==> src/shared/sms_defs.svh <==
// constants of the serial shifter: field positions, reset values, counts
// assumes inclusion from the package and from the design files by bare name
`ifndef SMS_DEFS_SVH
`define SMS_DEFS_SVH

// byte and edge counts
`define SMS_DATA_W      8
`define SMS_EDGES       16
`define SMS_EDGE_W      5

// control register field positions
`define SMS_CR_IE       7
`define SMS_CR_OE       6
`define SMS_CR_IS       5
`define SMS_CR_MASTER_ROLE_BIT     4
`define SMS_CR_CLOCK_IDLE_POLARITY     3
`define SMS_CR_CLOCK_CAPTURE_PHASE     2
`define SMS_CR_RATE_HI  1
`define SMS_CR_RATE_LO  0
`define SMS_CR_RESET    8'h00

// status register field positions
`define SMS_SR_DONE     7
`define SMS_SR_WRITE_COLLISION_FLAG     6
`define SMS_SR_MODE_FAULT_FLAG     4

// internal clock division per rate code
`define SMS_DIV_00      2
`define SMS_DIV_01      4
`define SMS_DIV_10      16
`define SMS_DIV_11      32

// raw pin bit positions inside the synchroniser vector
`define SMS_PIN_SCK     0
`define SMS_PIN_SS      1
`define SMS_PIN_MOSI    2
`define SMS_PIN_MISO    3
`define SMS_PIN_N       4

`endif

==> src/shared/sms_pkg.sv <==
// types of the serial shifter
// assumes sms_defs.svh on the include path
`include "sms_defs.svh"

package sms_pkg;

  // transfer state of the core
  typedef enum logic {
    SMS_ST_IDLE,
    SMS_ST_SHIFT
  } sms_state_type;

  // whole state of the core
  typedef struct packed {
    logic [`SMS_DATA_W-1:0] ctrl;
    logic [`SMS_DATA_W-1:0] shift;
    logic [`SMS_DATA_W-1:0] rxbuf;
    logic [`SMS_EDGE_W-1:0] edges;
    logic                   done;
    logic                   done_seen;
    logic                   write_collision_flag;
    logic                   write_collision_flag_seen;
    logic                   mode_fault_flag;
    logic                   mode_fault_flag_seen;
    sms_state_type          state;
    logic                   sck;
    logic                   sck_prev;
    logic                   rx_bit;
    logic                   irq;
  } sms_core_type;

  // state of the pin synchroniser
  typedef struct packed {
    logic [`SMS_PIN_N-1:0] meta;
    logic [`SMS_PIN_N-1:0] sync;
  } sms_sync_type;

  // state of the rate generator
  typedef struct packed {
    logic [4:0] cnt;
    logic       tick;
  } sms_gen_type;

endpackage : sms_pkg

==> src/shared/sms_link_if.sv <==
// carrier between the core, the pin synchroniser and the rate generator
// assumes all three parties run on the same system clock
`timescale 1ns/1ps
`default_nettype none
`include "sms_defs.svh"

interface sms_link_if;
  logic [`SMS_PIN_N-1:0] raw;   // pins as they arrive
  logic [`SMS_PIN_N-1:0] sync;  // pins after two flip-flops
  logic                  run;   // master transfer in progress
  logic [1:0]            rate;  // rate code
  logic                  tick;  // half serial clock period elapsed

  modport sync_side (input raw, output sync);
  modport gen_side  (input run, input rate, output tick);
  modport core_side (output raw, input sync, output run, output rate, input tick);
endinterface : sms_link_if

`default_nettype wire

==> src/verilog/sms_pin_sync.sv <==
// two flip-flop synchroniser for the serial pins
// assumes pins are asynchronous to clk_sys_i
`timescale 1ns/1ps
`default_nettype none
`include "sms_defs.svh"

module sms_pin_sync (
  // clock and reset
  input  wire logic     clk_sys_i,
  input  wire logic     reset_n_i,
  // pins
  sms_link_if.sync_side lk
);
  import sms_pkg::*;

  // select resets to its idle high level so no false selection follows reset
  localparam logic [`SMS_PIN_N-1:0] PIN_RST = {{(`SMS_PIN_N-1){1'b0}}, 1'b1} << `SMS_PIN_SS;

  sms_sync_type s_ff;
  sms_sync_type nxt_s;

  // first stage is read only by the second
  always_comb begin
    nxt_s      = s_ff;
    nxt_s.meta = lk.raw;
    nxt_s.sync = s_ff.meta;
  end

  // state register
  always_ff @(posedge clk_sys_i or negedge reset_n_i) begin
    if (!reset_n_i) begin
      s_ff <= '{meta: PIN_RST, sync: PIN_RST};
    end else begin
      s_ff <= nxt_s;
    end
  end

  assign lk.sync = s_ff.sync;
endmodule : sms_pin_sync

`default_nettype wire

==> src/verilog/sms_rate_gen.sv <==
// half-period tick generator for the master serial clock
// assumes run stays high for a whole master transfer
`timescale 1ns/1ps
`default_nettype none
`include "sms_defs.svh"

module sms_rate_gen #(
  parameter int CNT_W = 5
) (
  // clock and reset
  input  wire logic    clk_sys_i,
  input  wire logic    reset_n_i,
  // rate control and tick
  sms_link_if.gen_side lk
);
  import sms_pkg::*;

  // elaboration check: the half-period counter is five bits wide
  if (CNT_W != 5 || (`SMS_DIV_11 / 2) > 31) begin : g_bad_width
    $error("sms_rate_gen: counter width cannot serve the divider");
  end

  sms_gen_type s_ff;
  sms_gen_type nxt_s;
  logic [4:0]  half_cnt;

  // half period in clocks for each rate code
  always_comb begin
    unique case (lk.rate)
      2'b00: half_cnt = 5'(`SMS_DIV_00 / 2);
      2'b01: half_cnt = 5'(`SMS_DIV_01 / 2);
      2'b10: half_cnt = 5'(`SMS_DIV_10 / 2);
      2'b11: half_cnt = 5'(`SMS_DIV_11 / 2);
    endcase
  end

  // count while running, tick on each half period
  always_comb begin
    nxt_s      = s_ff;
    nxt_s.tick = 1'b0;
    if (!lk.run) begin
      nxt_s.cnt = 5'h00;
    end else if (s_ff.cnt == half_cnt - 5'h01) begin
      nxt_s.cnt  = 5'h00;
      nxt_s.tick = 1'b1;
    end else begin
      nxt_s.cnt = s_ff.cnt + 5'h01;
    end
  end

  // state register
  always_ff @(posedge clk_sys_i or negedge reset_n_i) begin
    if (!reset_n_i) begin
      s_ff <= '0;
    end else begin
      s_ff <= nxt_s;
    end
  end

  assign lk.tick = s_ff.tick;
endmodule : sms_rate_gen

`default_nettype wire

==> src/verilog/sms_shifter.sv <==
// full-duplex serial shifter, master or slave, with its software registers
// assumes software strobes are one-cycle pulses on clk_sys_i; pins are async
//
// Behaviour
// - master data write loads shifter, starts, MSB first
// - done sets flag; irq needs source and enable
// - last edge copies shifter to read buffer
// - done clears by status access then data read
// - data writes ignored while done unacknowledged
// - slave uses SCK, ignores rate bits
// - slave receives on MOSI, sends on MISO
// - eight clock pulses, one bit each way
// - polarity sets idle SCK level
// - phase set captures on second edge
// - phase clear captures on first edge
// - low select freezes phase-clear slave data register
// - write during transfer discarded, collision flagged
// - collision flag never raises interrupt
// - phase-set slave drives MISO from first edge
// - phase-clear slave write after select low collides
// - master collision is write while clocking
// - master with select low faults to slave
// - fault clears by status read then control write
// - fault blocks setting output enable and master
// - overrun silent, buffer keeps first byte
// - irq when one flag sets, other clear
// - rate codes divide clock by 2,4,16,32
// - master drives SCK and MOSI, samples MISO
`timescale 1ns/1ps
`default_nettype none
`include "sms_defs.svh"

module sms_shifter (
  // clock and reset
  input  wire logic                   clk_sys_i,
  input  wire logic                   reset_n_i,
  // software data register access
  input  wire logic                   data_wr_i,
  input  wire logic [`SMS_DATA_W-1:0] data_wdata_i,
  input  wire logic                   data_rd_i,
  output logic      [`SMS_DATA_W-1:0] data_rdata_o,
  // software control and status access
  input  wire logic                   ctrl_wr_i,
  input  wire logic [`SMS_DATA_W-1:0] ctrl_wdata_i,
  output logic      [`SMS_DATA_W-1:0] control_register_o,
  input  wire logic                   status_rd_i,
  output logic      [`SMS_DATA_W-1:0] status_register_o,
  output logic                        irq_o,
  // serial pins
  input  wire logic                   sck_i,
  output logic                        sck_o,
  output logic                        sck_oe_o,
  input  wire logic                   ss_n_i,
  input  wire logic                   mosi_i,
  output logic                        mosi_o,
  output logic                        mosi_oe_o,
  input  wire logic                   miso_i,
  output logic                        miso_o,
  output logic                        miso_oe_o
);
  import sms_pkg::*;

  sms_link_if lk ();

  sms_core_type s_ff;
  sms_core_type nxt_s;

  logic                   master;
  logic                   clock_capture_phase;
  logic                   sck_s;
  logic                   ss_n_s;
  logic                   din;
  logic                   busy;
  logic                   edge_ev;
  logic                   done_set;
  logic                   wr_blocked;
  logic [`SMS_EDGE_W-1:0] e_cnt;
  logic [`SMS_DATA_W-1:0] cr_val;

  // pins into the synchroniser, rate and run out to the generator
  assign lk.raw[`SMS_PIN_SCK]  = sck_i;
  assign lk.raw[`SMS_PIN_SS]   = ss_n_i;
  assign lk.raw[`SMS_PIN_MOSI] = mosi_i;
  assign lk.raw[`SMS_PIN_MISO] = miso_i;
  assign lk.rate = {s_ff.ctrl[`SMS_CR_RATE_HI], s_ff.ctrl[`SMS_CR_RATE_LO]};
  assign lk.run  = master && (s_ff.state == SMS_ST_SHIFT);

  sms_pin_sync u_sync (
    .clk_sys_i (clk_sys_i),
    .reset_n_i (reset_n_i),
    .lk        (lk)
  );

  sms_rate_gen #(
    .CNT_W (5)
  ) u_gen (
    .clk_sys_i (clk_sys_i),
    .reset_n_i (reset_n_i),
    .lk        (lk)
  );

  // role and synchronised pins
  assign master = s_ff.ctrl[`SMS_CR_MASTER_ROLE_BIT];
  assign clock_capture_phase   = s_ff.ctrl[`SMS_CR_CLOCK_CAPTURE_PHASE];
  assign sck_s  = lk.sync[`SMS_PIN_SCK];
  assign ss_n_s = lk.sync[`SMS_PIN_SS];
  assign din    = master ? lk.sync[`SMS_PIN_MISO] : lk.sync[`SMS_PIN_MOSI];

  // busy marks when a data write collides
  assign busy = (s_ff.state == SMS_ST_SHIFT)
             || (!master && !ss_n_s && !clock_capture_phase);
  assign wr_blocked = s_ff.done && !s_ff.done_seen;

  // serial clock edge: generator tick as master, pin edge as selected slave
  assign edge_ev = master ? (s_ff.state == SMS_ST_SHIFT && lk.tick)
                          : (!ss_n_s && sck_s != s_ff.sck_prev);
  assign e_cnt   = s_ff.edges + 5'h01;
  assign done_set = edge_ev && (e_cnt == 5'(`SMS_EDGES));

  // next state
  always_comb begin
    nxt_s          = s_ff;
    nxt_s.sck_prev = sck_s;
    cr_val         = ctrl_wdata_i;

    // software side first so that hardware events win below
    if (status_rd_i) begin
      if (s_ff.done) nxt_s.done_seen = 1'b1;
      if (s_ff.mode_fault_flag) nxt_s.mode_fault_flag_seen = 1'b1;
      if (s_ff.write_collision_flag) nxt_s.write_collision_flag_seen = 1'b1;
    end
    if (data_rd_i && s_ff.done_seen) begin
      nxt_s.done      = 1'b0;
      nxt_s.done_seen = 1'b0;
    end
    if ((data_rd_i || data_wr_i) && s_ff.write_collision_flag_seen) begin
      nxt_s.write_collision_flag      = 1'b0;
      nxt_s.write_collision_flag_seen = 1'b0;
    end
    if (data_wr_i && !wr_blocked) begin
      if (busy) begin
        nxt_s.write_collision_flag = 1'b1;
      end else begin
        nxt_s.shift = data_wdata_i;
        if (master) begin
          nxt_s.state = SMS_ST_SHIFT;
          nxt_s.edges = '0;
        end
      end
    end
    if (ctrl_wr_i) begin
      if (s_ff.mode_fault_flag && !s_ff.mode_fault_flag_seen) begin
        cr_val[`SMS_CR_OE]   = ctrl_wdata_i[`SMS_CR_OE] & s_ff.ctrl[`SMS_CR_OE];
        cr_val[`SMS_CR_MASTER_ROLE_BIT] = ctrl_wdata_i[`SMS_CR_MASTER_ROLE_BIT] & s_ff.ctrl[`SMS_CR_MASTER_ROLE_BIT];
      end
      if (s_ff.mode_fault_flag_seen) begin
        nxt_s.mode_fault_flag      = 1'b0;
        nxt_s.mode_fault_flag_seen = 1'b0;
      end
      nxt_s.ctrl = cr_val;
    end

    // serial clock edges: capture on the phase-selected edge, move data on the other,
    // so the far side never sees the data line change under its capture edge;
    // the first edge of phase one only launches the bit already standing
    if (edge_ev) begin
      nxt_s.edges = e_cnt;
      nxt_s.state = SMS_ST_SHIFT;
      if (master) nxt_s.sck = ~s_ff.sck;
      if (e_cnt[0] != clock_capture_phase) begin
        nxt_s.rx_bit = din;
      end else if (e_cnt != 5'h01) begin
        nxt_s.shift = {s_ff.shift[`SMS_DATA_W-2:0], s_ff.rx_bit};
      end
      if (done_set) begin
        nxt_s.state = SMS_ST_IDLE;
        nxt_s.edges = '0;
        nxt_s.done  = 1'b1;
        if (!s_ff.done) begin
          // phase one ends on a capture edge, so its last bit comes straight from din
          nxt_s.rxbuf = clock_capture_phase ? {s_ff.shift[`SMS_DATA_W-2:0], din} : nxt_s.shift;
          nxt_s.done_seen = 1'b0;
        end
      end
    end

    // a deselected slave abandons a partial byte
    if (!master && ss_n_s) begin
      nxt_s.state = SMS_ST_IDLE;
      nxt_s.edges = '0;
    end

    // idle clock level follows polarity
    if (nxt_s.state == SMS_ST_IDLE) begin
      nxt_s.sck = s_ff.ctrl[`SMS_CR_CLOCK_IDLE_POLARITY];
    end

    // master with select low: fault, fall back to slave
    if (master && !ss_n_s) begin
      nxt_s.mode_fault_flag              = 1'b1;
      nxt_s.mode_fault_flag_seen         = 1'b0;
      nxt_s.ctrl[`SMS_CR_OE]   = 1'b0;
      nxt_s.ctrl[`SMS_CR_MASTER_ROLE_BIT] = 1'b0;
      nxt_s.state             = SMS_ST_IDLE;
      nxt_s.edges             = '0;
    end

    // one source request when exactly one flag stands
    nxt_s.irq = nxt_s.ctrl[`SMS_CR_IE] && nxt_s.ctrl[`SMS_CR_IS]
             && (nxt_s.done ^ nxt_s.mode_fault_flag);
  end

  // state register
  always_ff @(posedge clk_sys_i or negedge reset_n_i) begin
    if (!reset_n_i) begin
      s_ff <= '0;
    end else begin
      s_ff <= nxt_s;
    end
  end

  // software view
  assign data_rdata_o       = s_ff.rxbuf;
  assign control_register_o = s_ff.ctrl;
  assign status_register_o  = {s_ff.done, s_ff.write_collision_flag, 1'b0, s_ff.mode_fault_flag, 4'h0};
  assign irq_o              = s_ff.irq;

  // pins: master drives clock and MOSI, selected slave drives MISO
  assign sck_o     = s_ff.sck;
  assign sck_oe_o  = master && s_ff.ctrl[`SMS_CR_OE];
  assign mosi_o    = s_ff.shift[`SMS_DATA_W-1];
  assign mosi_oe_o = master && s_ff.ctrl[`SMS_CR_OE];
  assign miso_o    = s_ff.shift[`SMS_DATA_W-1];
  assign miso_oe_o = !master && s_ff.ctrl[`SMS_CR_OE] && !ss_n_s
                  && (!clock_capture_phase || s_ff.state == SMS_ST_SHIFT);

  // interrupt only with source and enable
  chk_irq_gated: assert property (@(posedge clk_sys_i) disable iff (!reset_n_i)
    irq_o |-> s_ff.ctrl[`SMS_CR_IE] && s_ff.ctrl[`SMS_CR_IS])
    else $error("irq without enable and source select");

  // collision flag alone never interrupts
  chk_write_collision_flag_quiet: assert property (@(posedge clk_sys_i) disable iff (!reset_n_i)
    s_ff.write_collision_flag && !s_ff.done && !s_ff.mode_fault_flag |-> !irq_o)
    else $error("collision flag raised an interrupt");

  // master write accepted starts a transfer with the byte
  chk_master_load: assert property (@(posedge clk_sys_i) disable iff (!reset_n_i)
    data_wr_i && master && !busy && !wr_blocked && ss_n_s
    |=> s_ff.state == SMS_ST_SHIFT && s_ff.shift == $past(data_wdata_i))
    else $error("master write did not start a transfer");

  // buffer copy marks exactly sixteen edges
  chk_eight_pulses: assert property (@(posedge clk_sys_i) disable iff (!reset_n_i)
    $rose(s_ff.done) |-> $past(s_ff.edges) == 5'(`SMS_EDGES - 1))
    else $error("done raised at the wrong edge count");

  // done never clears without acknowledge
  chk_done_holds: assert property (@(posedge clk_sys_i) disable iff (!reset_n_i)
    s_ff.done && !s_ff.done_seen && !status_rd_i |=> s_ff.done)
    else $error("done cleared without status access");

  // ignored write leaves the shifter alone
  chk_write_ignored: assert property (@(posedge clk_sys_i) disable iff (!reset_n_i)
    data_wr_i && wr_blocked && master && s_ff.state == SMS_ST_IDLE && ss_n_s
    |=> s_ff.shift == $past(s_ff.shift) && s_ff.state == SMS_ST_IDLE)
    else $error("write accepted while done unacknowledged");

  // write during transfer sets collision
  chk_write_collision_flag_set: assert property (@(posedge clk_sys_i) disable iff (!reset_n_i)
    data_wr_i && busy && !wr_blocked |=> s_ff.write_collision_flag)
    else $error("collision not flagged");

  // buffer frozen while done stands
  chk_rx_kept: assert property (@(posedge clk_sys_i) disable iff (!reset_n_i)
    s_ff.done |=> $stable(s_ff.rxbuf))
    else $error("receive buffer overwritten during overrun");

  // mode fault forces slave and disables pins
  chk_mode_fault: assert property (@(posedge clk_sys_i) disable iff (!reset_n_i)
    master && !ss_n_s |=> s_ff.mode_fault_flag && !s_ff.ctrl[`SMS_CR_MASTER_ROLE_BIT] && !s_ff.ctrl[`SMS_CR_OE])
    else $error("mode fault not taken");

  // fault blocks setting master outside clearing sequence
  chk_fault_block: assert property (@(posedge clk_sys_i) disable iff (!reset_n_i)
    ctrl_wr_i && s_ff.mode_fault_flag && !s_ff.mode_fault_flag_seen && !s_ff.ctrl[`SMS_CR_MASTER_ROLE_BIT]
    |=> !s_ff.ctrl[`SMS_CR_MASTER_ROLE_BIT] && (!s_ff.ctrl[`SMS_CR_OE] ||
        $past(s_ff.ctrl[`SMS_CR_OE])))
    else $error("master bit set during mode fault");

  // idle clock sits at polarity
  chk_idle_level: assert property (@(posedge clk_sys_i) disable iff (!reset_n_i)
    s_ff.state == SMS_ST_IDLE && $past(s_ff.state == SMS_ST_IDLE)
    |-> s_ff.sck == $past(s_ff.ctrl[`SMS_CR_CLOCK_IDLE_POLARITY]))
    else $error("idle clock level differs from polarity");

  // slave never sees generator ticks
  chk_slave_no_tick: assert property (@(posedge clk_sys_i) disable iff (!reset_n_i)
    (!master ##1 !master) |-> !lk.tick)
    else $error("rate generator ran in slave role");

  // phase-set slave stays off MISO before first edge
  chk_miso_wait: assert property (@(posedge clk_sys_i) disable iff (!reset_n_i)
    !master && clock_capture_phase && s_ff.state == SMS_ST_IDLE |-> !miso_oe_o)
    else $error("MISO driven before first clock edge");

  // phase-set slave takes MISO at its first clock edge
  chk_miso_first: assert property (@(posedge clk_sys_i) disable iff (!reset_n_i)
    !master && clock_capture_phase && s_ff.ctrl[`SMS_CR_OE] && s_ff.state == SMS_ST_IDLE && edge_ev
    |=> miso_oe_o || ss_n_s || master || !clock_capture_phase || !s_ff.ctrl[`SMS_CR_OE])
    else $error("MISO not driven after first clock edge");
endmodule : sms_shifter

`default_nettype wire

==> config.mk <==
export PLATFORM = sky130hd
export DESIGN_NAME = sms_shifter
export DESIGN_NICKNAME = d
export VERILOG_FILES = /design/src/shared/sms_pkg.sv /design/src/shared/sms_link_if.sv /design/src/verilog/sms_pin_sync.sv /design/src/verilog/sms_rate_gen.sv /design/src/verilog/sms_shifter.sv
export VERILOG_INCLUDE_DIRS = /design/src /design/src/shared
export SDC_FILE = /design/constraint.sdc
export NUM_CORES = 1
export LEC_CHECK = 0
export ABC_AREA = 1
export BUFFER_PORTS_ARGS = -buffer_cell sky130_fd_sc_hd__buf_2
export CORE_MARGIN = 1
export CORE_UTILIZATION = 40
export DETAILED_ROUTE_END_ITERATION = 10
export GPL_TIMING_DRIVEN = 0
export SYNTH_ARGS = -nofsm -noshare
export SYNTH_HDL_FRONTEND = slang
export SYNTH_SLANG_ARGS = --single-unit
==> constraint.sdc <==
create_clock -name clk_sys_i -period 4.4 [get_ports clk_sys_i]
set_clock_uncertainty 0.15 [all_clocks]
set_input_delay 0.22 -clock clk_sys_i [delete_from_list [all_inputs] [get_ports clk_sys_i]]
set_output_delay 0.22 -clock clk_sys_i [all_outputs]
set_load 0.03 [all_outputs]
==> results of run 1 <==
metal layers:
layer	share of wire, %	track usage (%)
met1	45	22.8
met2	48	31.8
met3	5.0	3.20
met4	2.4	7.60
met5	0	0
power by group through the flow:
stage	clock, mW	sequential (mW)	combinational (mW)
floorplan	0	0.673	0.436
global placement	0	0.671	0.575
detailed placement	0	0.675	0.585
CTS	0.341	0.668	0.595
global route	0.367	0.680	0.675
finish	0.337	0.670	0.593
area by class of cell:
type                            count  share of cell area [%]
Buffer                             31                    6.62
Inverter                           31                    3.26
Multi-Input combinational cell    252                    35.3
Timing Repair Buffer               61                    10.4
Clock inverter                      3                    1.26
Tap cell                           96                    3.36
Clock buffer                        5                    1.93
Sequential cell                    54                    37.9
critical path, delay by kind of cell (launching register included):
kind	cells	cell delay [ns]
compound gates	1	0.35
fa+ha+maj	1	0.29
buf+inv	1	0.20
flops	1	0.57
simple gates	7	0.61
cell usage in the layout (no fill, tap or decap), types with 7 or more instances in the layout:
cell type	Yosys	layout
buf_4	26	26
inv_1	25	25
ha_1	7	7
buf_2	0	50
dfrtp_1	52	52
dlygate4sd3_1	0	10
o21ai_0	13	13
nand2_1	120	120
nand3_1	30	30
nor2_1	32	32
worst paths after layout:
check                                             startpoint                                 to  slack [ns]  cells past startpoint
max                        control_register_o[4]$_DFFE_PN0P_        data_rdata_o[5]$_DFFE_PN0P_        2.13                     10
min                                          ctrl_wdata_i[2]  control_register_o[2]$_DFFE_PN0P_      -0.004                      3
max reg2reg                control_register_o[4]$_DFFE_PN0P_        data_rdata_o[5]$_DFFE_PN0P_        2.13                     10
min reg2reg                        u_sync.nxt_s[2]$_DFF_PN0_        u_sync.lk.sync[2]$_DFF_PN0_        0.21                      0
max in group asynchronous                          reset_n_i        u_sync.lk.sync[1]$_DFF_PN1_        3.29                      3
min in group asynchronous                          reset_n_i            u_gen.s_ff[3]$_DFF_PN0_        0.22                      2
registers in the layout (all words and copies together) (netlist names), 3 cells and up:
signal,flops
control_register_o,8
data_rdata_o,8
s_ff,18
status_register_o,3
u_gen.s_ff,5
u_sync.lk.sync,4
u_sync.nxt_s,4
metrics by stage:
stage / total power [mW] / cells
after detailed placement: 1.26 / 514
after floorplan: 1.11 / 368
after global routing: 1.72 / 533
after CTS: 1.60 / 531
final: 1.60 / 533
after global placement: 1.25 / 514
cell families after synthesis:
kind of cell	synth area share, %
flip-flops	45.9
multiplexers	0.679
other	0.127
adder cells (fa/ha/maj)	2.97
buffers and inverters	12.0
XOR/XNOR	2.33
AO/OA/AOI/OAI	5.56
AND/OR/NAND/NOR	30.5
timing repair:
| action | in CTS | in global routing |
|---|---|---|
| gates resized for setup | 0 | 0 |
| hold buffers | 9 | 1 |
| hold endpoints to repair | 9 | 15 |
==> results.ini, run 1 <==
[placement]
io_buffer_count = 50
finalWeightedCongestion = 0.798
hpwlAfterDp_mm = 4.52
place_ws_ns = 2.14
postPlaceCellArea_sq_um = 3340

[floorplanning]
core.rowCount = 30
die_area_sq_um = 7720
die_y_um = 87.9
die_w_um = 87.9
core_area_sq_um = 6940
initial_core_util_pct = 42.5
pin_count = 57

[sta]
period_minus_slack_ns = 2.27
worst_pin_slew_ns = 0.574
hold_viol_final = 1
fin_crit_sh_pct = 51.5
setup_violations = 0
fin_ws_ns = 2.13
whs_ns = -0.00429
rsz0062_at_grt = false
clock.fmax_mhz = 441
tns_ns = 0
report.final.slew_viol_count = 0
slew-limit-headroom_pct = 61.7

[worst_setup_path]
crit_type = flop to flop
crit_path_start_kind = flop
slowest_delay_ns = 0.57
cp_common_cell = nand2_1
crit_chain = inv_1 -> ha_1 -> a21oi_4 -> nand2_4 -> nand2_1 -> nand2_1 -> nand2_1 -> nand3_1 -> nand2_1 -> nand2_1
cpMaxStageDelayCell = dfrtp_1
worstPathArrival_ns = 2.32
cp_data_required_time_ns = 4.46
cp_max_fo = 10
end_kind = flop

[status]
violations = hold timing
status = complete, but fails checks

[cts]
clk_latency_ns = 0.31
path_clk_slew_ns = 0.10
cts_tree = built
clock_sinks = 54
cts_max_level = 2
root_buffer = clkbuf_8
cts_setup_buffers = 0
cts_buffers = 5
cts.path.max_buffers = 2

[synthesis]
synth_area_leaders = dfrtp_1 44%, nand2_1 15%, buf_4 6.6%
synth_most_common_cell = nand2_1
synth_top_area_share_pct = 44.1
netlist_instances = 364
synth_top_area_cell = dfrtp_1
synth_ff_type = dfrtp_1
ys_warn_count = 0
synth_enable_flop_cells = 0
ys_ff_latch = 54
async_flop_share_pct = 100
synth_area_sq_um = 2950
synth.avg_cell_area_sq_um = 8.11
ys_seq_area_share_pct = 45.9
synth_cell_types = 37
synth_commonest_cells = 120 x nand2_1, 52 x dfrtp_1, 32 x nor2_1

[finish]
multi_input_area_sq_um = 1260
final_core_util_pct = 51.4
final-seq-area_sq_um = 1350
layout-drive-gt1-share_pct = 25.6
fillers = 695
area_growth_pct = 21.0
postLayoutCellArea_sq_um = 3570
diodes = 0
fin_nets = 469

[routing]
dr.pass1.iters = 4
drtIter0Drc = 103
ant_nets = 0
viasPerCell = 4.68
vias = 2496
drt-wirelength-per-cell_um = 11.9
post-route-drc-count = 0
routed_wl_mm = 6.36

[power]
switchingPower_mw = 0.629
power.internal_mw = 0.972
p_leak_nw = 1.88
p_per_area_nw_per_um2 = 448
clockPowerShare_pct = 21.1
seq_power_share_pct = 41.9
sw_frac_of_total_pct = 39.3
power_frac_comb_pct = 37.1
ir_drop_uv = 241

[hold_path]
min_path_type = primary input to flop

[global_route]
grt_usage_pct = 18.4
grt_max_degree = 55
grt_pass1_wl_mm = 10.9
first_global_vias = 2425
gr-total-overflow = 0
antenna_found_initial = 0

[flow_run]
drv_cap = 0

Note: power is estimated with default switching activity, not from simulation.
==> inputs of run 2 (changes only) <==
--- a/config.mk
+++ b/config.mk
@@ -6,7 +6,7 @@
 export SDC_FILE = /design/constraint.sdc
 export NUM_CORES = 1
 export LEC_CHECK = 0
-export ABC_AREA = 1
+export ABC_AREA = 0
 export BUFFER_PORTS_ARGS = -buffer_cell sky130_fd_sc_hd__buf_2
 export CORE_MARGIN = 1
 export CORE_UTILIZATION = 40
==> constraint.sdc (replaced) <==
create_clock -name clk_sys_i -period 2.3 [get_ports clk_sys_i]
set_clock_uncertainty 0.15 [all_clocks]
set_input_delay 0.115 -clock clk_sys_i [delete_from_list [all_inputs] [get_ports clk_sys_i]]
set_output_delay 0.115 -clock clk_sys_i [all_outputs]
set_load 0.03 [all_outputs]
==> results.ini, run 2 <==
[worst_setup_path]
cp_data_required_time_ns = 2.36
rrSetupSlack_ns = 0.06
setup.worst_path.start = u_sync.lk.sync[1]$_DFF_PN1_
worstPathArrival_ns = 2.30
r2r_cells = 8
worstSetupEndpoint = miso_o$_DFF_PN0_
cp_max_fo = 4
rr_endpoint = miso_o$_DFF_PN0_
crit_type = flop to flop
end_kind = flop
crit_path_start_kind = flop
r2r_start = u_sync.lk.sync[1]$_DFF_PN1_

[routing]
viasPerCell = 4.76
post-route-drc-count = 0
vias = 2199
routed_wl_mm = 5.97
drtIter0Drc = 102
dr.pass1.iters = 4
drt-wirelength-per-cell_um = 12.9
ant_nets = 0

[global_route]
met1_usage_pct = 22.9
grt_usage_pct = 16.9
grtUsageMet2_pct = 27.8
first_global_vias = 2142
busiest_layer = met2
antenna_found_initial = 0
grt_pass1_wl_mm = 9.94
gr-total-overflow = 0
use_met3_pct = 2.84
grt_max_degree = 55

[cts]
path_clk_slew_ns = 0.10
cts.path.max_buffers = 2
root_buffer = clkbuf_8
cts_max_level = 2
clk_latency_ns = 0.31
clock_sinks = 54
cts_buffers = 5
cts_tree = built

[synthesis]
synth_ff_type = dfrtp_1
ys_ff_latch = 54
synth_enable_flop_cells = 0
synth_top_area_cell = dfrtp_1
synth_commonest_cells = 52 x dfrtp_1, 27 x buf_4, 24 x nand2_1
netlist_instances = 274
synth_top_area_share_pct = 45.1
synth_most_common_cell = dfrtp_1
async_flop_share_pct = 100
synth_area_leaders = dfrtp_1 45%, mux2_2 9.0%, buf_4 7.0%
synth_area_sq_um = 2880
ys_warn_count = 0
synth_cell_types = 52
synth.avg_cell_area_sq_um = 10.5
ys_seq_area_share_pct = 46.9

[finish]
final_cell_mix = 55 x buf_2, 51 x dfrtp_1, 36 x buf_4, 24 x nand2_1, 19 x dlygate4sd3_1
layout-drive-gt1-share_pct = 42.6
diodes = 0
top_register = s_ff
final_cells = 462
final_core_util_pct = 55.5
layout_commonest_cell = buf_2
fillers = 631
area_growth_pct = 32.3
largest_reg_flops = 18
fin_nets = 398

[sta]
whs_ns = 0.0251
hold_viol_final = 0
period_minus_slack_ns = 2.24
report.final.slew_viol_count = 0
clock.fmax_mhz = 446
slew-limit-headroom_pct = 22.4
setup_violations = 0
worst_pin_slew_ns = 1.16
fin_crit_sh_pct = 97.5
rsz0062_at_grt = true

[placement]
io_buffer_count = 51
placed_cells = 425
hpwlAfterDp_mm = 3.93
finalWeightedCongestion = 0.744

[flow_run]
drv_cap = 0

[status]
status = finished, final reports clean

[floorplanning]
pin_count = 57
initial_core_util_pct = 42.0
core_area_sq_um = 6870
core.rowCount = 30
die_w_um = 86.9
die_y_um = 86.9
die_area_sq_um = 7550

[hold_path]
min_path_type = primary input to flop

[power]
p_leak_nw = 1.81
finalPower_mw = 3.31
ir_drop_uv = 356
p_per_area_nw_per_um2 = 868

-- run 2: area by class of cell --
class | instances | area, sq um | share of cell area [%]
clock inverters | 3 | 28.8 | 0.754
clock buffers | 5 | 68.8 | 1.80
multi-input cells | 177 | 1410 | 37.0
flip-flops and latches | 54 | 1360 | 35.5
inverters | 13 | 48.8 | 1.28
repair buffers | 80 | 538 | 14.1
well taps | 96 | 120 | 3.15
plain buffers | 34 | 243 | 6.36
-- run 2: cells by family after synthesis --
kind of cell | after synthesis | synth area share [%]
buffers and inverters | 47 | 9.89
AO/OA/AOI/OAI | 53 | 13.3
adder cells (fa/ha/maj) | 7 | 3.04
XOR/XNOR | 10 | 3.04
other | 1 | 0.130
AND/OR/NAND/NOR | 75 | 13.2
multiplexers | 27 | 10.4
flip-flops | 54 | 46.9
-- run 2: critical path: stages, from the launching register on --
cell and delay, ns:
dfstp_2 0.56, inv_2 0.05, ha_4 0.15, nor2b_4 0.13, nor4b_4 0.23, buf_4 0.17, clkbuf_16 0.14, mux2_4 0.31
mux2_4 0.26
-- run 2: worst min-delay path by stage --
stage,from,end,slack [ns],depth (start not counted)
global placement,ss_n_i,u_sync.nxt_s[1]$_DFF_PN1_,0.07,1
finish,data_wdata_i[4],s_ff[28]$_DFF_PN0_,0.03,3
detailed placement,ss_n_i,u_sync.nxt_s[1]$_DFF_PN1_,0.07,1
floorplan,reset_n_i,control_register_o[0]$_DFFE_PN0P_,-0.33,0
CTS,data_rd_i,s_ff[9]$_DFF_PN0_,0.01,4
global route,data_wdata_i[4],s_ff[28]$_DFF_PN0_,0.01,3
-- run 2: power breakdown --
| group | internal (mW) | switching [mW] | total, mW |
|---|---|---|---|
| logic | 0.727 | 0.753 | 1.48 |
| clock network | 0.228 | 0.341 | 0.570 |
| registers | 1.13 | 0.132 | 1.26 |
-- run 2: per-layer routing --
metal / vias to the layer above / wire length (um)
met2: 32 / 2970
met5: - / 0
met3: 7 / 134
li1: 1100 / -
met1: 1060 / 2790
met4: 0 / 75
-- run 2: metrics by stage --
step,instance area (sq um),setup WS [ns],setup TNS (ns)
CTS,3800,-0.0455,-0.284
detailed placement,3270,-0.454,-8.16
floorplan,2900,0.00498,0
finish,3810,0.0566,0
global placement,3270,-0.359,-6.83
global route,3810,-0.00989,-0.0142
-- run 2: what timing repair did --
action	in CTS	in global routing
gates cloned	1	0
hold buffers	18	1
endpoints found under the setup margin	21	19
pin swaps	9	2
setup buffers	9	1
gates resized for setup	34	7
endpoints found under the hold margin	68	1
